### src/cmp_vref_defines.svh
`ifndef CMP_VREF_DEFINES_SVH
`define CMP_VREF_DEFINES_SVH

// Register word indices. Some printed offsets are not multiples of four,
// so each offset is an index and the APB byte address is four times it.
`define IDX_INTERRUPT_CONTROL 8'h0b
`define IDX_PERIPH_IRQ_FLAGS 8'h0c
`define IDX_COMPARATOR_CONTROL 8'h1f
`define IDX_PORT_A_DIRECTION 8'h85
`define IDX_PERIPH_IRQ_ENABLES 8'h8c
`define IDX_REFERENCE_CONTROL 8'h9f
`define IDX_PORT_A_DATA 8'h05

// Field positions.
`define BIT_CMP_CHANGE 6
`define BIT_SECOND_RESULT 7
`define BIT_FIRST_RESULT 6
`define BIT_CMP_INPUT_SWITCH 3
`define BIT_REF_ENABLE 7
`define BIT_REF_PIN_CONNECT 6
`define BIT_REF_RANGE 5
`define BIT_GLOBAL_IRQ 7
`define BIT_PERIPH_GATE 6

// Reset values.
`define RST_INTERRUPT_CONTROL 8'h00
`define RST_CMP_CONTROL 4'h0
`define RST_PORT_A_DIRECTION 5'h1f
`define RST_REFERENCE_CONTROL 8'h00

// Comparator mode that puts both results on port pins 3 and 4.
`define CMP_MODE_PIN_OUT 3'h6

`endif

### src/cmp_vref_pkg.sv
package cmp_vref_pkg;

   // Outcome of decoding one APB address.
   typedef enum logic [2:0]
   {
      reg_none = 3'h0,
      reg_interrupt_control = 3'h1,
      reg_flags = 3'h2,
      reg_cmpctl = 3'h3,
      reg_dir = 3'h4,
      reg_enables = 3'h5,
      reg_refctl = 3'h6,
      reg_port = 3'h7
   } reg_sel_t;

endpackage

### src/cmp_change_detect.sv
`timescale 1ns/1ps

// Synchronises the comparator results and flags any change.
module cmp_change_detect #(
   parameter int width = 2
) (
   // Clock and reset.
   input wire logic pclk,
   input wire logic presetn,
   // Raw results and their synchronised view.
   input wire logic [width-1:0] raw_result,
   output logic [width-1:0] sync_result,
   output logic change_pulse
);

   logic [width-1:0] meta_q;
   logic [width-1:0] sync_q;
   logic [width-1:0] last_q;
   logic [1:0] prime_q;

   if (width < 1)
   begin : g_width_check
      $error("cmp_change_detect needs width of at least one");
   end

   // Two flops per result; the first stage feeds nothing else.
   always_ff @(posedge pclk or negedge presetn)
   begin
      if (!presetn)
      begin
         meta_q <= '0;
         sync_q <= '0;
      end
      else
      begin
         meta_q <= raw_result;
         sync_q <= meta_q;
      end
   end

   // The history holds a real sample only three edges after reset: two fill
   // the synchroniser and one copies it. Until then no change is reported, so
   // a result that is already high at reset release never looks like a change.
   always_ff @(posedge pclk or negedge presetn)
   begin
      if (!presetn)
      begin
         last_q <= '0;
         prime_q <= 2'h0;
      end
      else
      begin
         last_q <= sync_q;
         if (prime_q != 2'h3)
         begin
            prime_q <= prime_q + 2'h1;
         end
      end
   end

   assign sync_result = sync_q;
   assign change_pulse = (prime_q == 2'h3) && (sync_q != last_q);

endmodule // cmp_change_detect

### src/cmp_vref_control.sv
// The APB slave port was decided locally.
`timescale 1ns/1ps
`include "cmp_vref_defines.svh"

module cmp_vref_control #(
   parameter int addr_width = 12
) (
   // APB slave.
   input wire logic pclk,
   input wire logic presetn,
   input wire logic psel,
   input wire logic penable,
   input wire logic pwrite,
   input wire logic [addr_width-1:0] paddr,
   input wire logic [31:0] pwdata,
   input wire logic [3:0] pstrb,
   output logic [31:0] prdata,
   output logic pready,
   output logic pslverr,
   // Analog comparators, first in bit 0, second in bit 1.
   input wire logic [1:0] cmp_raw_result,
   // Port A pins 0 to 4: sampled input levels and output path.
   input wire logic [4:0] port_a_pin_in,
   input wire logic [4:0] port_a_latch,
   output logic port_a_pin3_out,
   output logic port_a_pin3_oe,
   output logic port_a_pin4_out,
   output logic port_a_pin4_oe,
   output logic [4:0] port_a_analog,
   // Comparator configuration to the analog side.
   output logic [2:0] cmp_mode_field,
   output logic cmp_input_switch,
   // Reference ladder controls.
   output logic ref_enable,
   output logic ref_pin_connect,
   output logic ref_range_select,
   output logic [3:0] ref_value,
   output logic ref_to_port_a_pin2,
   // Request into the core interrupt logic.
   output logic cmp_irq_request
);

   // Register state. Each register keeps only the bits it implements, except the reference
   // register, which stores bit 4 as zero; the rest of each byte is rebuilt as zero in the read mux.
   logic [7:0] interrupt_control_q;
   logic cmp_change_flag_q;
   logic cmp_change_irq_en_q;
   logic [3:0] cmpctl_q;
   logic [4:0] port_a_direction_q;
   logic [7:0] refctl_q;
   // Synchronised comparator results and the one-cycle change strobe.
   logic [1:0] cmp_sync;
   logic cmp_change;
   // Bus side: read word, its captured copy and the decoded access.
   logic [31:0] rdata_d;
   logic [31:0] rdata_q;
   logic access;
   logic wr_en;
   logic wr_lane0;
   cmp_vref_pkg::reg_sel_t sel;
   // Pin path for port A pins 3 and 4, index 0 for pin 3.
   logic cmp_pin_mode;
   logic [1:0] pin_out;
   logic [1:0] pin_oe;

   // The decode reads index bits 9 to 2 and demands zero in the bits above
   // them, so the address needs at least one bit beyond bit 9. A narrower bus
   // would alias the upper register bank onto the lower one.
   if (addr_width < 11)
   begin : g_addr_check
      $error("cmp_vref_control needs addr_width of at least eleven");
   end

   // Address decode; used by both the write and read paths. Each register
   // holds one aligned word, so a byte offset inside the word or any set bit
   // above the index is a miss rather than being folded onto a register.
   // A miss is answered with an error response and never changes state.
   function automatic cmp_vref_pkg::reg_sel_t decode(input logic [addr_width-1:0] a);
      logic [7:0] idx;
      idx = a[9:2];
      if (a[1:0] != 2'b00 || a[addr_width-1:10] != '0)
      begin
         return cmp_vref_pkg::reg_none;
      end
      unique case (idx)
         `IDX_INTERRUPT_CONTROL: return cmp_vref_pkg::reg_interrupt_control;
         `IDX_PERIPH_IRQ_FLAGS: return cmp_vref_pkg::reg_flags;
         `IDX_COMPARATOR_CONTROL: return cmp_vref_pkg::reg_cmpctl;
         `IDX_PORT_A_DIRECTION: return cmp_vref_pkg::reg_dir;
         `IDX_PERIPH_IRQ_ENABLES: return cmp_vref_pkg::reg_enables;
         `IDX_REFERENCE_CONTROL: return cmp_vref_pkg::reg_refctl;
         `IDX_PORT_A_DATA: return cmp_vref_pkg::reg_port;
         default: return cmp_vref_pkg::reg_none;
      endcase
   endfunction

   // Mask of port A pins the comparator mode makes analog inputs.
   // Mode 7 turns both comparators off and leaves every pin digital; mode 6
   // keeps pins 0 to 2 analog because pins 3 and 4 carry the results; mode 5
   // keeps pins 0 and 1 only; every other mode keeps pins 0 to 3 analog,
   // the safe choice because an analog level on a digital input wastes current.
   function automatic logic [4:0] analog_mask(input logic [2:0] mode);
      unique case (mode)
         3'h7: return 5'h00;
         3'h6: return 5'h07;
         3'h5: return 5'h03;
         default: return 5'h0f;
      endcase
   endfunction

   // Zero wait states: every access completes in its first access cycle.
   // Every register is a flop or a plain mux, so there is nothing to wait for;
   // a slower register added later would need pready driven from its own state.
   // Writes only look at byte lane 0, because every register sits in that byte.
   // An error response still completes at once, so a bad address never hangs the bus.
   assign access = psel && penable;
   assign sel = decode(paddr);
   assign wr_en = access && pwrite;
   assign wr_lane0 = wr_en && pstrb[0];
   assign pready = 1'b1;
   assign pslverr = access && (sel == cmp_vref_pkg::reg_none);

   // The comparator results come from analog circuits with no relation to
   // pclk, so they pass a two-flop synchroniser before the change compare.
   // The register reads and the change flag use the synchronised copy; the
   // pin path of mode 6 uses the raw level on purpose.
   // A result that is already set at reset release is not taken as a change.
   cmp_change_detect #(
      .width(2)
   ) u_change (
      .pclk(pclk),
      .presetn(presetn),
      .raw_result(cmp_raw_result),
      .sync_result(cmp_sync),
      .change_pulse(cmp_change)
   );

   // Global interrupt control is stored here for the core; only its byte is kept.
   // Its global enable and peripheral gate act in the core, not in this block,
   // so the change flag below never looks at them.
   // Its reset value comes from the header, as for the comparator, direction and reference registers; the flag and enable bits reset to zero here.
   always_ff @(posedge pclk or negedge presetn)
   begin
      if (!presetn)
      begin
         interrupt_control_q <= `RST_INTERRUPT_CONTROL;
      end
      else if (wr_lane0 && sel == cmp_vref_pkg::reg_interrupt_control)
      begin
         interrupt_control_q <= pwdata[7:0];
      end
   end

   // Change flag: a hardware change wins over a same-cycle software clear.
   // Losing the clear is harmless, since software reads the flag again after
   // clearing it; losing the change would hide an event for good.
   // Neither enable bit takes part here, so the flag records every change.
   always_ff @(posedge pclk or negedge presetn)
   begin
      if (!presetn)
      begin
         cmp_change_flag_q <= 1'b0;
      end
      else if (cmp_change)
      begin
         cmp_change_flag_q <= 1'b1;
      end
      else if (wr_lane0 && sel == cmp_vref_pkg::reg_flags)
      begin
         cmp_change_flag_q <= pwdata[`BIT_CMP_CHANGE];
      end
   end

   // Interrupt enable bit. It only gates the request; the flag keeps
   // collecting changes while it is clear, so software should clear the flag
   // before it sets this bit.
   always_ff @(posedge pclk or negedge presetn)
   begin
      if (!presetn)
      begin
         cmp_change_irq_en_q <= 1'b0;
      end
      else if (wr_lane0 && sel == cmp_vref_pkg::reg_enables)
      begin
         cmp_change_irq_en_q <= pwdata[`BIT_CMP_CHANGE];
      end
   end

   // Comparator control: only input switch and mode are writable.
   // The result bits are not stored at all; the read mux takes them straight
   // from the synchroniser, which is why writes to them cannot stick.
   // Bits 5 and 4 do not exist and are dropped with the result bits.
   always_ff @(posedge pclk or negedge presetn)
   begin
      if (!presetn)
      begin
         cmpctl_q <= `RST_CMP_CONTROL;
      end
      else if (wr_lane0 && sel == cmp_vref_pkg::reg_cmpctl)
      begin
         cmpctl_q <= pwdata[3:0];
      end
   end

   // Port A direction, five pins, all inputs after reset.
   // A set bit means input. Starting as inputs keeps every pin from driving
   // against an outside source until software has chosen its use.
   // The upper three bits of the byte are not kept.
   always_ff @(posedge pclk or negedge presetn)
   begin
      if (!presetn)
      begin
         port_a_direction_q <= `RST_PORT_A_DIRECTION;
      end
      else if (wr_lane0 && sel == cmp_vref_pkg::reg_dir)
      begin
         port_a_direction_q <= pwdata[4:0];
      end
   end

   // Reference control. Only presetn clears it; sleep and wake have no path
   // in here, so the contents survive a wake.
   // Software should still turn the reference off before sleep to save current;
   // nothing in this block does that on its own.
   // Bit 4 is forced to zero on every write, so it always reads back as zero.
   always_ff @(posedge pclk or negedge presetn)
   begin
      if (!presetn)
      begin
         refctl_q <= `RST_REFERENCE_CONTROL;
      end
      else if (wr_lane0 && sel == cmp_vref_pkg::reg_refctl)
      begin
         refctl_q <= {pwdata[7:5], 1'b0, pwdata[3:0]};
      end
   end

   // Read mux; unmapped addresses read zero with an error response.
   // Bits that a register does not implement stay at the zero given at the top,
   // so no mask is needed per register.
   // The mux is only sampled in the setup cycle of a read.
   always_comb
   begin
      rdata_d = 32'h0000_0000;
      unique case (sel)
         cmp_vref_pkg::reg_interrupt_control: rdata_d[7:0] = interrupt_control_q;
         cmp_vref_pkg::reg_flags: rdata_d[`BIT_CMP_CHANGE] = cmp_change_flag_q;
         cmp_vref_pkg::reg_enables: rdata_d[`BIT_CMP_CHANGE] = cmp_change_irq_en_q;
         // Second result in bit 7, first in bit 6, then two unused bits.
         // results read only
         cmp_vref_pkg::reg_cmpctl: rdata_d[7:0] = {cmp_sync[1], cmp_sync[0], 2'b00, cmpctl_q};
         cmp_vref_pkg::reg_dir: rdata_d[4:0] = port_a_direction_q;
         cmp_vref_pkg::reg_refctl: rdata_d[7:0] = refctl_q;
         // Pins 5 and up do not exist and read zero with the rest.
         // analog pins read zero
         cmp_vref_pkg::reg_port: rdata_d[4:0] = port_a_pin_in & ~analog_mask(cmpctl_q[2:0]);
         cmp_vref_pkg::reg_none: rdata_d = 32'h0000_0000;
      endcase
   end

   // Read data is captured in the setup cycle, so it is stable from a flop.
   // The capture costs nothing in speed because the access cycle follows at
   // once; a master that changed the address between setup and access would
   // break the bus rules and would get the word of the setup address.
   always_ff @(posedge pclk or negedge presetn)
   begin
      if (!presetn)
      begin
         rdata_q <= 32'h0000_0000;
      end
      else if (psel && !penable && !pwrite)
      begin
         rdata_q <= rdata_d;
      end
   end

   // The bus sees the captured word; it stays put until the next read setup.
   assign prdata = rdata_q;

   // Pins 3 and 4 share one output path. The raw result is used, not the
   // synchronised one, so the pin follows the comparator without delay; the
   // price is that the pin may show a level that the registers have not seen.
   assign cmp_pin_mode = cmpctl_q[2:0] == `CMP_MODE_PIN_OUT;

   for (genvar i = 0; i < 2; i++)
   begin : g_cmp_pin
      assign pin_out[i] = cmp_pin_mode ? cmp_raw_result[i] : port_a_latch[i + 3];
      assign pin_oe[i] = !port_a_direction_q[i + 3];
   end

   // Pin 3 carries the first comparator and pin 4 the second.
   assign port_a_pin3_out = pin_out[0];
   assign port_a_pin4_out = pin_out[1];
   assign port_a_pin3_oe = pin_oe[0];
   assign port_a_pin4_oe = pin_oe[1];
   assign port_a_analog = analog_mask(cmpctl_q[2:0]);

   // Configuration goes to the analog side straight from the registers. The
   // reference and comparator fields come from separate registers, so writing
   // one never disturbs the other.
   assign cmp_mode_field = cmpctl_q[2:0];
   assign cmp_input_switch = cmpctl_q[`BIT_CMP_INPUT_SWITCH];
   assign ref_enable = refctl_q[`BIT_REF_ENABLE];
   assign ref_pin_connect = refctl_q[`BIT_REF_PIN_CONNECT];
   assign ref_range_select = refctl_q[`BIT_REF_RANGE];
   assign ref_value = refctl_q[3:0];

   // The ladder reaches pin 2 only while the pin is an input, so the pin driver
   // never fights the reference; a set direction bit means input.
   // pin 2 connect
   assign ref_to_port_a_pin2 = port_a_direction_q[2] && refctl_q[`BIT_REF_PIN_CONNECT];

   // The request is a level for the core; it falls as soon as software clears
   // either the flag or the enable.
   // enable gates request
   assign cmp_irq_request = cmp_change_flag_q && cmp_change_irq_en_q;

endmodule // cmp_vref_control

### config.mk
export PLATFORM = sky130hd
export DESIGN_NAME = cmp_vref_control
export DESIGN_NICKNAME = d
export VERILOG_FILES = /design/src/cmp_vref_pkg.sv /design/src/cmp_change_detect.sv /design/src/cmp_vref_control.sv
export VERILOG_INCLUDE_DIRS = /design/src
export SDC_FILE = /design/constraint.sdc
export NUM_CORES = 1
export LEC_CHECK = 0
export ABC_AREA = 1
export BUFFER_PORTS_ARGS = -buffer_cell sky130_fd_sc_hd__buf_2
export CORE_MARGIN = 3
export CORE_UTILIZATION = 47
export DETAILED_ROUTE_END_ITERATION = 8
export PLACE_DENSITY = 0.77
export SYNTH_ARGS = -nofsm -noshare
export SYNTH_HDL_FRONTEND = slang
export SYNTH_HIERARCHICAL = 1
export SYNTH_SLANG_ARGS = --single-unit
### constraint.sdc
create_clock -name pclk -period 1.1 [get_ports pclk]
set_input_delay 0.055 -clock pclk [delete_from_list [all_inputs] [get_ports pclk]]
set_output_delay 0.055 -clock pclk [all_outputs]
set_load 0.005 [all_outputs]
== Word level (Yosys, flattened, before mapping) ==
Cells that the tools add are included.
Storage, ports and cells
  flip-flop bits (word level): 42
  bits of input ports: 65
  output and inout port bits: 56
  logic and storage cells: 72
Cells by class
  $add $sub $neg: 1
  equality and inequality tests: 20
  muxes and demuxes: 14
  bitwise gates (word level): 2
  reduce and logical (&&, ||, !) cells: 24
Operators by type and width (number)
  $pmux W5 S5: 1
  $eq A8 B8 Y1 const B: 3
  $eq A3 B3 Y1 const B: 7
  $pmux W3 S7: 1
  $eq A8 B4 Y1 const B: 2
  $logic_and A1 B1 Y1: 15
  $pmux W4 S3: 1
  $eq A8 B3 Y1 const B: 1
  $eq A8 B5 Y1 const B: 1
  $eq A3 B2 Y1 const B: 2
  $mux W3: 2
  $reduce_bool A2 Y1: 3
  $and A5 B5 Y5: 1
  $mux W1: 5
  $mux W5: 1
  $not A5 Y5: 1
  $pmux W1 S5: 1
  $logic_not A1 Y1: 4
  $eq A3 B1 Y1 const B: 1
  $logic_not A3 Y1: 1
  $pmux W1 S3: 1
  $add A2 B1 Y2 const B: 1
  $eq A2 B2 Y1 const B: 1
  $ne A2 B2 Y1: 1
  other kinds (3): 3

== Logic depth before layout (Yosys ltp) ==
  depth after elaboration: 9
  mapped depth: 13
  depth with buffers taken out: 13

== Cells and area by module ==
The synthesis kept the hierarchy.
By module, submodules not included
  cmp_vref_control: times used 1, cells an instance 298, area an instance 2347.3 um^2, sequential area each 857.1 um^2
  cmp_change_detect: times used 1, cells an instance 25, area an instance 282.8 um^2, sequential area each 200.2 um^2

== Worst setup path before layout ==
OpenSTA, ideal clock, no wires.
  path type: input-to-reg
  start: in paddr[8]
  end: reg interrupt_control_q[6]
  library setup time: 0.119 ns
  arrival time: 1.248 ns
  required time: 0.981 ns
  setup slack: -0.268 ns
  cell stages on the path: 11
  path buffers: 1
  cells stage by stage: inv_2 -> nand2_2 -> nor2_2 -> nand2_1 -> nand2_1 -> o21ai_4 -> nor3_4 -> nand2_2 -> buf_6 -> nand2_1 -> o21ai_2
Between the ends
  longest elaborated chain between the ends: 5
  elaborated cells between the ends (all ways): 11
  classes of those cells: 8 x eq/ne; 2 x mux; 1 x reduce/logical
Ends and longest elaborated chain
  start, declared: RTL line cmp_vref_control.sv:14  | input wire logic [addr_width-1:0] paddr,
  $eq A8 B3 Y1 (tied with other cells): RTL line cmp_vref_control.sv:85  | unique case (idx)
  $pmux W3 S7 (*): RTL line cmp_vref_control.sv:85
  $mux W3 (*): RTL line cmp_vref_control.sv:85
  $eq A3 B1 Y1 (*): RTL line cmp_vref_control.sv:148  | else if (wr_lane0 && sel == cmp_vref_pkg::reg_interrupt_control)
  $logic_and A1 B1 Y1 (*): RTL line cmp_vref_control.sv:148
  end signal, assigned: RTL line cmp_vref_control.sv:146  | interrupt_control_q <= `RST_INTERRUPT_CONTROL;
  end signal, assigned: RTL line cmp_vref_control.sv:150  | interrupt_control_q <= pwdata[7:0];
  end, declared: RTL line cmp_vref_control.sv:45  | logic [7:0] interrupt_control_q;
Every way passes the cells marked *; elsewhere a longest branch is shown, timed or not.
A chain may end at the register's enable or synchronous reset.

== Final worst setup path ==
  start: reg cmpctl_q[2]
  end: out port_a_pin3_out
Between the ends
  longest elaborated chain between the ends: 2
Ends and longest elaborated chain
  start, declared: RTL line cmp_vref_control.sv:48  | logic [3:0] cmpctl_q;
  start signal, assigned: RTL line cmp_vref_control.sv:197  | cmpctl_q <= `RST_CMP_CONTROL;
  start signal, assigned: RTL line cmp_vref_control.sv:201  | cmpctl_q <= pwdata[3:0];
  $eq A3 B3 Y1
  $mux W1: RTL line cmp_vref_control.sv:287  | assign pin_out[i] = cmp_pin_mode ? cmp_raw_result[i] : port_a_latch[i + 3];
  end, declared: RTL line cmp_vref_control.sv:25  | output logic port_a_pin3_out,
Every way passes these cells.

==> results.md <==
* Status: complete, but fails checks
* Violated checks: setup timing
* Setup crit end: port_a_pin3_out
* Async set-reset flop share out of synthesis at 100%
* Dpl ws at -0.571 ns
* Crit path from: cmpctl_q[2]
* Area fraction of the dominant cell type after synthesis at around a third
* Worst Path Required at 1.04 ns
* Critical path depth at 3
* Initial core utilization at between 40% and 50%
* Fin crit share at 129%
* Fraction of layout cells with a size suffix above 1 at 59.4%
* Final Setup Violations at between 40 and 50
* Count of buffer and inverter cells on the critical path at 1
* Port bufs at 64
* CTS Root Buffer Type: clkbuf_8
* Die extent in x at slightly above 80 µm
* Slowest stage delay, CP at approximately 0.4 ns
* GRT Total Usage at a little over a quarter
* Overall power at roughly 0.0035 W
* Layout area overhead at 65.3%
* Worst r2r src: cmpctl_q[0]
* Setup TNS at -7.54 ns
* Area leader, netlist: dfrtp_1
* CP max-delay cell: dfrtp_1
* Synthesized instance count at roughly 320
* Distinct cells, synth at 33
* Overflow after GRT at 0
* Die ar. at roughly 0.0065 mm²
* Post-synth EDFFs at 0
* Hold violation count in the final report at 0
* GPL Wtd Cong at a little over 0.9
* N_diodes at 0
* Sink Count at 42
* CP Class: flop to output port
* Die Ht at 80.8 µm
* First-pass GRT wire length at 13,400 µm
* Reg2Reg Capture Point: prdata[2]
* Syn Area/Cell at roughly 8 µm²
* Worst Path Max Fanout at 2
* P_leak at 2.31 nW
* Worst setup SP type: flop
* Synth warn at 6
* Antenna violations before repair at 0
* Detail Route Antenna Nets at 0
* Hold slack at between 0.02 and 0.025 ns
* DR vias at roughly 2.9k
* Ys flop type: dfrtp_1
* Min-Delay Path Class: input pin to flop
* Depth of the most critical reg-to-reg path at 9
* Register Area at 0.00106 mm²
* List of most frequent post-synthesis cells: nand2_1 (86), dfrtp_1 (37), inv_1 (32)
* Max Freq at between 0.7 and 0.8 GHz
* Crit path capture type: output port
* Fillers at 289
* Most frequent cell after synthesis: nand2_1
* Slew @ Worst Pin at 0.544 ns
* Flop and latch count out of synthesis at between 40 and 50
* Vias in the first global route at between 2k and 3k
* RSZ-0062 raised after global routing: yes
* DRT Pass-1 Iters at 5
* Starting DRT DRC Count at about 260
* Total Routed Length at roughly 9500 µm
* CTS clk-pin slew, worst paths at 0.09 ns
* Sequence of cells on the critical path: nand3b_1 -> mux2_2 -> buf_2
* Peak VDD IR at 572 µV
* Final routed DRC violation total at 0
* H-tree depth at 2
* Skew-Pair Late Insertion Delay at about 0.3 ns
* Final WS setup at -0.319 ns
* I/O Pins at about 120
* # rows at 26
* Layout Skew at around 0.0027 ns
* Longest Clk Path Bufs at 2
* Max-cap viol count at 0
* Cell family with most CP delay: flip-flops
* Largest net degree at the start of global routing at 43
* Multi-input logic area at 0.00178 mm²
* Post-Syn Area at 0.00263 mm²
* Tmin final at ~1.4 ns
* Final nets at 523
* Average routed wire per standard cell at 18.0 µm
* Vias per inst at ~5.5
* Relative slew slack at 63.7%
* Flop2flop setup slack at -0.31 ns
* Final max-slew violation count at 0
* Crit path DAT at ~1.4 ns
* Pwr/cell area at between 700 and 800 mW/mm²
* CTS tree: done
* Hpwl dp at 4880 µm
* Area contributors post-synth: dfrtp_1 (35%), nand2_1 (12%), buf_4 (7.7%), nand4_1 (5.7%), dfstp_2 (5.0%)
* Number of CTS-inserted buffers at 5
* Seq/Total Area, Yosys at ~40%
* Core area at roughly 0.0053 mm²
## per-stage QoR
step	util (%)	cells	cell area [µm²]
finish	82.5	528	4350
global route	82.5	528	4350
CTS	76.9	518	4050
detailed placement	62.4	484	3290
global placement	62.4	484	3290
floorplan	-	347	2850
## flip-flops by register name, indices dropped and copies added, names as in the netlist, 2 cells and up
signal,flops
interrupt_control_q,8
prdata,8
refctl_q,7
port_a_direction_q,5
cmpctl_q,4
u_change/last_q,2
u_change/meta_q,2
u_change/prime_q,2
u_change/sync_result,2
## layer usage
layer	track usage [%]	vias to the layer above	wire (µm)
met3	5.32	46	777
met2	48.0	197	4780
met4	10.3	0	366
met1	32.1	1376	3570
li1	-	1279	-
met5	0	-	0
## where the power goes
group	leakage [nW]	internal [W]	switching (W)
logic	1.70	0.000169	0.000241
registers	0.540	0.00156	0.0000117
clock network	0.0683	0.000910	0.000574
## final cells by class
class / instances / share of cell area (%)
clock buffers: 5 / 1.58
clock inverters: 3 / 1.58
inverters: 36 / 4.20
multi-input cells: 239 / 40.8
flip-flops and latches: 42 / 24.3
well taps: 70 / 2.01
repair buffers: 132 / 25.3
repair inverters: 1 / 0.173
## kinds of logic after synthesis
logic type               after synthesis  synth area share [%]
XOR/XNOR                               1                 0.333
other                                  2                 0.286
buffers and inverters                 68                  14.3
flip-flops                            42                  40.2
adder cells (fa/ha/maj)                1                 0.476
AND/OR/NAND/NOR                      172                  33.6
AO/OA/AOI/OAI                         35                  9.94
multiplexers                           2                 0.856
## tightest hold or removal path, cell delays in order
cell and delay (ns):
buf_2 0.09, inv_1 0.08, o21ai_1 0.09
## timing repair
action | in CTS | in global routing
pin swaps | 66 | 42
endpoints found under the setup margin | 41 | 45
gates cloned | 4 | 0
hold buffers | 4 | 0
resized for setup | 105 | 61
endpoints found under the hold margin | 45 | 0
buffers inserted | 18 | 12
## cell usage in the layout (no fill, tap or decap), drive strengths merged
master,instances
a21oi,2
and2,1
buf,128
bufinv,2
clkbuf,5
clkinv,1
clkinvlp,2
conb,26
dfrtp,37
dfstp,5
dlygate4sd3,4
ha,1
inv,35
mux2,2
nand2,99
nand3,17
nand3b,1
nand4,26
nor2,26
nor3,4
o21a,1
o21ai,27
o21bai,5
xnor2,1
## worst min-delay path by stage
| stage | from | slack [ns] | cells after the start | to |
|---|---|---|---|---|
| final | pwdata[4] | 0.02 | 3 | port_a_direction_q[4] |
| after global routing | pwdata[4] | 0.01 | 3 | port_a_direction_q[4] |
| after CTS | pwdata[4] | 0.01 | 3 | interrupt_control_q[4] |
| after detailed placement | presetn | 0.04 | 2 | u_change/prime_q[0] |
| after global placement | presetn | 0.04 | 2 | u_change/prime_q[0] |
| after floorplan | presetn | -0.24 | 0 | cmp_change_flag_q |
No activity file was read; power rests on OpenSTA's default activity.
